### config.mk
export PLATFORM = sky130hd
export DESIGN_NAME = residual_overcurrent_pickup
export DESIGN_NICKNAME = d
export VERILOG_FILES = /design/src/pkg/residual_pickup_pkg.sv /design/src/residual_overcurrent_pickup.sv /design/src/threshold_compare.sv
export SDC_FILE = /design/constraint.sdc
export NUM_CORES = 2
export LEC_CHECK = 0
export BUFFER_PORTS_ARGS = -buffer_cell sky130_fd_sc_hd__buf_2
export CAP_MARGIN = 15
export CORE_MARGIN = 2
export CORE_UTILIZATION = 35
export CTS_CLUSTER_SIZE = 10
export DETAILED_ROUTE_END_ITERATION = 12
export PLACE_DENSITY_LB_ADDON = 0.1
export SLEW_MARGIN = 0
export SYNTH_ARGS = -nofsm -noshare
export SYNTH_HDL_FRONTEND = slang
export SYNTH_SLANG_ARGS = --single-unit
### constraint.sdc
create_clock -name clk -period 287.9 [get_ports clk]
set_input_delay 14.395 -clock clk [delete_from_list [all_inputs] [get_ports clk]]
set_output_delay 14.395 -clock clk [all_outputs]
set_load 0.1 [all_outputs]
### src/pkg/residual_pickup_pkg.sv
package residual_pickup_pkg;

    // ==========================================================
    // data widths
    // ==========================================================
    localparam int MAG_W   = 24;  // magnitude in 1e-4 x nominal units
    localparam int ADDR_W  = 4;
    localparam int DATA_W  = 32;
    localparam int GROUP_W = 3;
    localparam int NGROUP  = 8;

    // ==========================================================
    // source and magnitude selections
    // ==========================================================
    typedef enum logic [1:0] {
        SRC_COARSE     = 2'h0,
        SRC_SENSITIVE  = 2'h1,
        SRC_CALCULATED = 2'h2
    } source_sel_t;

    typedef enum logic [1:0] {
        MAG_FUND_RMS   = 2'h0,
        MAG_TRUE_RMS   = 2'h1,
        MAG_PEAK_PEAK  = 2'h2
    } mag_sel_t;

    // reported condition codes
    typedef enum logic [1:0] {
        COND_NORMAL  = 2'h0,
        COND_START   = 2'h1,
        COND_TRIP    = 2'h2,
        COND_BLOCKED = 2'h3
    } condition_t;

    // ==========================================================
    // thresholds and hysteresis
    // ==========================================================
    localparam logic [MAG_W-1:0] THRESHOLD_DEFAULT = 24'h00_2EE0; // 1.2000 x In
    localparam int unsigned HYST_NUM = 97;
    localparam int unsigned HYST_DEN = 100;
    localparam int unsigned TRUE_RMS_HARMONICS = 32;
    localparam real REFRESH_MS = 5.0;
    localparam int unsigned CLK_MHZ = 125;
    localparam int unsigned REFRESH_CYCLES = int'(REFRESH_MS * 1000.0) * CLK_MHZ;

    // ==========================================================
    // register map (word addresses)
    // ==========================================================
    localparam logic [ADDR_W-1:0] REG_STATIC    = 4'h0;
    localparam logic [ADDR_W-1:0] REG_GROUP     = 4'h1;
    localparam logic [ADDR_W-1:0] REG_THR_LOCAL = 4'h2;
    localparam logic [ADDR_W-1:0] REG_THR_BUS   = 4'h3;
    localparam logic [ADDR_W-1:0] REG_STATUS    = 4'h4;
    localparam logic [ADDR_W-1:0] REG_IRQ_STAT  = 4'h5;
    localparam logic [ADDR_W-1:0] REG_IRQ_EN    = 4'h6;
    localparam logic [ADDR_W-1:0] REG_IRQ_CLR   = 4'h7;
    localparam logic [ADDR_W-1:0] REG_RATIO     = 4'h8;

    // static register fields
    localparam int F_SRC_LSB   = 0;
    localparam int F_MAG_LSB   = 2;
    localparam int F_FORCE_LSB = 4;
    localparam int F_FORCE_EN  = 6;
    localparam int F_BUS_EN    = 7;
    localparam int F_GFORCE    = 8;
    localparam logic [8:0] STATIC_RESET = 9'h000;

    // event bits
    localparam int NEVT = 4;
    localparam int EV_START_ON  = 0;
    localparam int EV_START_OFF = 1;
    localparam int EV_BLOCK_ON  = 2;
    localparam int EV_BUS_REJ   = 3;

    localparam int RATIO_SCALE = 1000; // ratio shown in thousandths
endpackage

### src/residual_overcurrent_pickup.sv
// Summary of operation
// RL1: pick one residual source, coarse default
// RL2: magnitude type for measured inputs only
// RL3: source refreshes values every 5 ms
// RL4: threshold in 1e-4 nominal, default 1.20
// RL5: compute ratio, pick up above threshold
// RL6: release below 97 percent of threshold
// RL7: force status override when forcing enabled
// RL8: bus threshold writes need bus control
// RL9: static selections ignore setting group
// RL10: threshold follows active group live
// RL11: sample block each cycle, raise start
// RL12: blocked at pick-up; later block clears start
// RL13: four-state condition, forcing takes precedence
//
// Decided for this implementation: the address-and-strobe port and the address map.
module residual_overcurrent_pickup
    import residual_pickup_pkg::*;
(
    input  wire logic                clk,
    input  wire logic                rst_n,
    input  wire logic [MAG_W-1:0]    coarse_fund,
    input  wire logic [MAG_W-1:0]    coarse_true_rms_magnitude,
    input  wire logic [MAG_W-1:0]    coarse_pp,
    input  wire logic [MAG_W-1:0]    sens_fund,
    input  wire logic [MAG_W-1:0]    sens_true_rms_magnitude,
    input  wire logic [MAG_W-1:0]    sens_pp,
    input  wire logic [MAG_W-1:0]    calc_fund,
    input  wire logic                meas_valid,
    input  wire logic                block_in,
    input  wire logic                trip_in,
    input  wire logic [ADDR_W-1:0]   addr,
    input  wire logic [DATA_W-1:0]   wdata,
    input  wire logic                wr,
    input  wire logic                rd,
    output logic      [DATA_W-1:0]   rdata,
    output logic                     start,
    output logic                     blocked,
    output logic      [1:0]          condition,
    output logic                     irq
);

    // ==========================================================
    // state
    // ==========================================================
    typedef enum logic [2:0] {
        ST_IDLE    = 3'b001,
        ST_START   = 3'b010,
        ST_BLOCKED = 3'b100
    } fsm_t;

    typedef struct packed {
        fsm_t                           fsm;
        logic [8:0]                     static_cfg;
        logic [GROUP_W-1:0]             group;
        logic [NGROUP-1:0][MAG_W-1:0]   thr;
        logic [MAG_W-1:0]               mag;
        logic [MAG_W-1:0]               ratio;
        logic [NEVT-1:0]                irq_stat;
        logic [NEVT-1:0]                irq_en;
        logic [DATA_W-1:0]              rdata;
        logic [2:0]                     blk_sync;
        logic                           blk;
        logic [1:0]                     cond;
    } state_t;

    state_t st;
    state_t next_st;

    localparam state_t STATE_RESET = '{
        fsm:        ST_IDLE,
        static_cfg: STATIC_RESET,
        group:      '0,
        thr:        {NGROUP{THRESHOLD_DEFAULT}},
        mag:        '0,
        ratio:      '0,
        irq_stat:   '0,
        irq_en:     '0,
        rdata:      '0,
        blk_sync:   '0,
        blk:        1'b0,
        cond:       COND_NORMAL
    };

    // ==========================================================
    // selection and compare
    // ==========================================================
    source_sel_t       src;
    mag_sel_t          msel;
    logic [MAG_W-1:0]  sel_mag;
    logic [MAG_W-1:0]  act_thr;
    logic              above_set;
    logic              below_release;
    logic              force_on;

    // static fields never indexed by group
    assign src      = source_sel_t'(st.static_cfg[F_SRC_LSB +: 2]);
    assign msel     = mag_sel_t'(st.static_cfg[F_MAG_LSB +: 2]);
    // RL10: live group threshold
    assign act_thr  = st.thr[st.group];
    // RL7: forcing offered only when globally enabled
    assign force_on = st.static_cfg[F_FORCE_EN] & st.static_cfg[F_GFORCE];

    // RL1: one source; RL2: magnitude type ignored for calculated source
    always_comb
    begin
        case (src)
            SRC_SENSITIVE:
            begin
                case (msel)
                    MAG_TRUE_RMS:  sel_mag = sens_true_rms_magnitude;
                    MAG_PEAK_PEAK: sel_mag = sens_pp;
                    default:       sel_mag = sens_fund;
                endcase
            end
            SRC_CALCULATED: sel_mag = calc_fund;
            default:
            begin
                case (msel)
                    MAG_TRUE_RMS:  sel_mag = coarse_true_rms_magnitude;
                    MAG_PEAK_PEAK: sel_mag = coarse_pp;
                    default:       sel_mag = coarse_fund;
                endcase
            end
        endcase
    end

    // RL5: compare against threshold, RL6: release level
    threshold_compare u_cmp (
        .magnitude     (st.mag),
        .threshold     (act_thr),
        .above_set     (above_set),
        .below_release (below_release)
    );

    // ==========================================================
    // next-state logic
    // ==========================================================
    logic [NEVT-1:0]   ev;
    logic              bus_wr_ok;
    logic [MAG_W+9:0]  ratio_wide;

    always_comb
    begin
        next_st    = st;
        ev         = '0;
        bus_wr_ok  = 1'b0;
        ratio_wide = '0;
        // three-stage sampler, change counted when last two agree
        next_st.blk_sync = {st.blk_sync[1:0], block_in};
        if (st.blk_sync[2] == st.blk_sync[1])
        begin
            next_st.blk = st.blk_sync[2];
        end
        // RL3: fresh magnitude taken when the source marks it valid
        if (meas_valid)
        begin
            next_st.mag = sel_mag;
        end
        // RL5: ratio in thousandths; zero threshold shows zero
        if (act_thr != '0)
        begin
            ratio_wide  = ((MAG_W+10)'(st.mag) * (MAG_W+10)'(RATIO_SCALE)) / (MAG_W+10)'(act_thr);
            next_st.ratio = ratio_wide[MAG_W-1:0];
        end
        else
        begin
            next_st.ratio = '0;
        end

        // RL11: block sampled every cycle, start when unblocked
        case (st.fsm)
            ST_IDLE:
            begin
                if (above_set)
                begin
                    // RL12: block at pick-up gives blocked
                    if (st.blk)
                    begin
                        next_st.fsm = ST_BLOCKED;
                        ev[EV_BLOCK_ON] = 1'b1;
                    end
                    else
                    begin
                        next_st.fsm = ST_START;
                        ev[EV_START_ON] = 1'b1;
                    end
                end
            end
            ST_START:
            begin
                // RL6: release only below 97 percent
                if (below_release)
                begin
                    next_st.fsm = ST_IDLE;
                    ev[EV_START_OFF] = 1'b1;
                end
                // RL12: later block clears start
                else if (st.blk)
                begin
                    next_st.fsm = ST_BLOCKED;
                    ev[EV_START_OFF] = 1'b1;
                    ev[EV_BLOCK_ON] = 1'b1;
                end
            end
            ST_BLOCKED:
            begin
                if (below_release)
                begin
                    next_st.fsm = ST_IDLE;
                end
                else if (!st.blk)
                begin
                    next_st.fsm = ST_START;
                    ev[EV_START_ON] = 1'b1;
                end
            end
            default: next_st.fsm = ST_IDLE;
        endcase

        // RL13: encoded condition, forcing wins
        if (force_on)
        begin
            next_st.cond = st.static_cfg[F_FORCE_LSB +: 2];
        end
        else if (next_st.fsm == ST_BLOCKED)
        begin
            next_st.cond = COND_BLOCKED;
        end
        else if (next_st.fsm == ST_START)
        begin
            next_st.cond = trip_in ? COND_TRIP : COND_START;
        end
        else
        begin
            next_st.cond = COND_NORMAL;
        end

        // register writes
        if (wr)
        begin
            case (addr)
                // RL9: static selections, no group index
                REG_STATIC:    next_st.static_cfg = wdata[8:0];
                REG_GROUP:     next_st.group = wdata[GROUP_W-1:0];
                // RL4: local threshold, 1e-4 nominal steps
                REG_THR_LOCAL: next_st.thr[st.group] = wdata[MAG_W-1:0];
                REG_THR_BUS:
                begin
                    // RL8: bus writes rejected unless allowed
                    if (st.static_cfg[F_BUS_EN])
                    begin
                        next_st.thr[st.group] = wdata[MAG_W-1:0];
                        bus_wr_ok = 1'b1;
                    end
                    else
                    begin
                        ev[EV_BUS_REJ] = 1'b1;
                    end
                end
                REG_IRQ_EN:    next_st.irq_en = wdata[NEVT-1:0];
                REG_IRQ_CLR:   next_st.irq_stat = st.irq_stat & ~wdata[NEVT-1:0];
                default:       next_st.irq_en = st.irq_en;
            endcase
        end
        // set wins over clear
        next_st.irq_stat = next_st.irq_stat | ev;

        // read data one cycle later
        next_st.rdata = '0;
        if (rd)
        begin
            case (addr)
                REG_STATIC:    next_st.rdata = DATA_W'(st.static_cfg);
                REG_GROUP:     next_st.rdata = DATA_W'(st.group);
                REG_THR_LOCAL: next_st.rdata = DATA_W'(act_thr);
                REG_THR_BUS:   next_st.rdata = DATA_W'(act_thr);
                REG_STATUS:    next_st.rdata = DATA_W'({st.blk, st.fsm, st.cond});
                REG_IRQ_STAT:  next_st.rdata = DATA_W'(st.irq_stat);
                REG_IRQ_EN:    next_st.rdata = DATA_W'(st.irq_en);
                REG_RATIO:     next_st.rdata = DATA_W'(st.ratio);
                default:       next_st.rdata = '0;
            endcase
        end
    end

    // ==========================================================
    // registers
    // ==========================================================
    always_ff @(posedge clk or negedge rst_n)
    begin
        if (!rst_n)
        begin
            st <= STATE_RESET;
        end
        else
        begin
            st <= next_st;
        end
    end

    // rdata and condition straight from flip-flops; start, blocked and irq decoded from flip-flops
    assign rdata     = st.rdata;
    assign condition = st.cond;
    assign start     = (st.cond == COND_START) | (st.cond == COND_TRIP);
    assign blocked   = st.cond == COND_BLOCKED;
    assign irq       = |(st.irq_stat & st.irq_en);
endmodule

### src/threshold_compare.sv
// ==========================================================
// compare magnitude with threshold and 97 % release level
// ==========================================================
module threshold_compare
    import residual_pickup_pkg::*;
(
    input  wire logic [MAG_W-1:0] magnitude,
    input  wire logic [MAG_W-1:0] threshold,
    output logic                  above_set,
    output logic                  below_release
);
    logic [MAG_W+7:0] mag_scaled;
    logic [MAG_W+7:0] thr_scaled;

    // cross-multiply so no divider is needed
    always_comb
    begin
        mag_scaled    = (MAG_W+8)'(magnitude) * (MAG_W+8)'(HYST_DEN);
        thr_scaled    = (MAG_W+8)'(threshold) * (MAG_W+8)'(HYST_NUM);
        above_set     = magnitude > threshold;
        below_release = mag_scaled < thr_scaled;
    end
endmodule

==> run summary <==
Outcome = finished clean
Yosys cell types = 121
Reg-to-reg slack, setup = 176.34 ns
Synth Register Bits = 293
Fmax = 8.96 MHz
Largest net degree at the start of global routing = 98
FF/Latch Area = 0.00741 mm2
Clk Latency, worst-skew pair = 0.56 ns
Ys Warns = 0
Final count of hold timing violations = 0
Hold Path Class = flop to flop
Clock sink total = 293
Reg2reg end = st[46]
Reg clk slew, reported paths = 0.06 ns
Die Footprint = 0.157 mm2
Slowest-stage cell, CP = o31ai_4
Worst Hold Depth = 0
Core ar. = 0.154 mm2
Hold_sp = next_st[4]
Worst-Margin Slew = 1.10 ns
Clock tree buffer depth = 3
Top_reg_cell synth = dfrtp_1
R2r worst-path depth = 423
Root Driver = clkbuf_16
First-pass DRT Iterations = 6
Routed via count = 50400
Global-route wire length before repair = 298000 um
Nets = 8011
Starting density of the core = 0.351
Hold Path Sink = next_st[5]
# H-tree levels = 2
Met3 wire len = 6330 um
EDFF count, synth = 0
Reg2reg start = st[70]
TritonCTS clock tree = built
HPWL Detailed = 156000 um
Met1 Wirelength = 94700 um
Port Buf Inserts = 231
Syn Std Cell Area = 0.0539 mm2
Post-route ant nets = 0
Period utilization = 0.388
Area of the multi-input gates = 0.0437 mm2
Met2 wire len = 89200 um
Setup TNS = 0 ns
Fraction of layout cells with a size suffix above 1 = 0.143
Setup crit start kind = flop
Count of final setup violators = 0
RSZ-0062 raised after global routing = false
Placement row count = 144
Area Overhead vs Synth = 8.78%
I/O pin count = 248
CP most frequent cell = o21a_1
Syn avg cell area = 8.05 um2
Clock Skews = 0.0269 ns
Peak per-stage delay on the critical path = 0.88 ns
Post-route core utilization = 0.382
Tmin final = 111.56 ns
Global router's overall resource usage = 0.242
# DRC = 0
Total gr overflow = 0
CTS Buf Count = 37
Crit-path max FO = 45
Fill cells = 16000
Post-CTS Hold Fix Bufs = 0
Sequential element share of the synthesized area = 0.137
Antenna violations before repair = 13
Most frequent cells in the layout = 840 x ha_1, 547 x nand2_1, 502 x nor2_1
Crit path capture type = flop
Top Metal Used = met5
Setup Crit Path Kind = flop to flop
Vias in the first global route = 48900
CTS resizes = 0
Total setup buffers inserted after CTS = 0
Commonest non-fill, non-tap cell in the layout = ha_1
Asr flop ratio synth = 1.00
Routed len/inst = 21.9 um
GP Congestion = 0.911
Max_cap viols = 0
Final WL = 195000 um
CP required = 288.26 ns
Critical Path AT = 111.92 ns
Slew Viols, Final = 0
Die W = 396 um
Starting DRT DRC Count = 3590
Cells after synthesis = 6692
Slew margin rel. = 0.267
Die Height = 396 um
Vias per cell = 5.66
## routing by layer
| layer | GRT usage | vias to the layer above |
|---|---|---|
| met1 | 0.344 | 24500 |
| met5 | 0 | - |
| met4 | 0.0538 | 14 |
| met2 | 0.403 | 966 |
| met3 | 0.0141 | 191 |
| li1 | - | 24800 |
## state kept, by name, summed over array words and instances, names as in the netlist
name,flops
next_st,2
msel,2
rdata,24
st,261
condition,2
src,2
## layout make-up
cell class / instances / share of cell area
Antenna cell: 2 / 0.0000854
Clock buffer: 58 / 0.0180
Clock inverter: 5 / 0.000982
Inverter: 497 / 0.0318
Multi-Input combinational cell: 5670 / 0.746
Sequential cell: 293 / 0.126
Tap cell: 2044 / 0.0436
Timing Repair Buffer: 338 / 0.0336
## stage by stage
step           instances  hold WS, ns  area (um2)  setup WS, ns
2_1_floorplan       6699        0.331       53900        192.96
3_3_place_gp        8842        0.338       57500        176.91
3_5_place_dp        8842        0.339       57500        176.91
4_1_cts             8905        0.351       58600        176.45
5_1_grt             8905        0.360       58600        167.64
6_report            8907        0.351       58600        176.34
## Yosys cell counts, drive strengths merged (19+ instances only)
master | instances | area [um2]
a22oi | 86 | 646
nand4 | 83 | 532
mux2i | 49 | 494
o211ai | 67 | 503
nor4 | 33 | 249
or2 | 48 | 300
xnor2 | 244 | 2140
fa | 122 | 2440
o21bai | 32 | 240
nand2b | 81 | 507
nand2 | 547 | 2050
or3 | 56 | 355
nor2b | 101 | 632
clkbuf | 147 | 553
o21a | 179 | 1340
o31ai | 82 | 629
a21o | 128 | 961
o21ai | 387 | 1950
a31oi | 59 | 369
nor2 | 515 | 1940
a211oi | 52 | 410
and3 | 39 | 244
and2 | 55 | 344
nand3 | 114 | 576
a21oi | 500 | 2520
xor2 | 136 | 1190
a211o | 19 | 166
dfrtp | 236 | 5910
buf | 92 | 521
dfstp | 57 | 1500
mux2 | 384 | 4330
ha | 841 | 10500
o31a | 24 | 211
a21boi | 32 | 240
nor3 | 213 | 1070
inv | 496 | 1860
a221oi | 55 | 494
and4 | 22 | 193
## worst max-delay path, delay by kind of cell (launching register included)
| kind | cells | cell delay, ns |
|---|---|---|
| AOI/OAI and AO/OA | 248 | 64.02 |
| and+or+nand+nor | 97 | 21.78 |
| muxes | 8 | 2.85 |
| buffers and inverters | 31 | 7.48 |
| xor gates and xnor gates | 1 | 0.77 |
| DFF | 1 | 0.70 |
| adders and majority gates | 38 | 13.27 |
## how the worst max path moves through the flow
stage,from,end,slack (ns),cells after the start
global route,st[70],st[46],167.64,427
global placement,st[70],st[46],176.91,423
floorplan,st[86],st[46],192.96,460
CTS,st[70],st[46],176.45,423
finish,st[70],st[46],176.34,423
detailed placement,st[70],st[46],176.91,423
## logic make-up (layout without fill, tap and decap cells)
family,count (synthesis),count (layout),share of synthesized area
simple gates,1977,1977,0.178
compound gates,1892,1892,0.232
fa+ha+maj,964,964,0.241
buf+inv,736,898,0.0545
mux,449,449,0.0961
xor+xnor,380,380,0.0617
flops,293,293,0.137
other cells,1,10,0.0000696
Power is left out: the tool's default activity adds up to more than one toggle a clock period on the data nets, which glitch-free logic cannot reach.
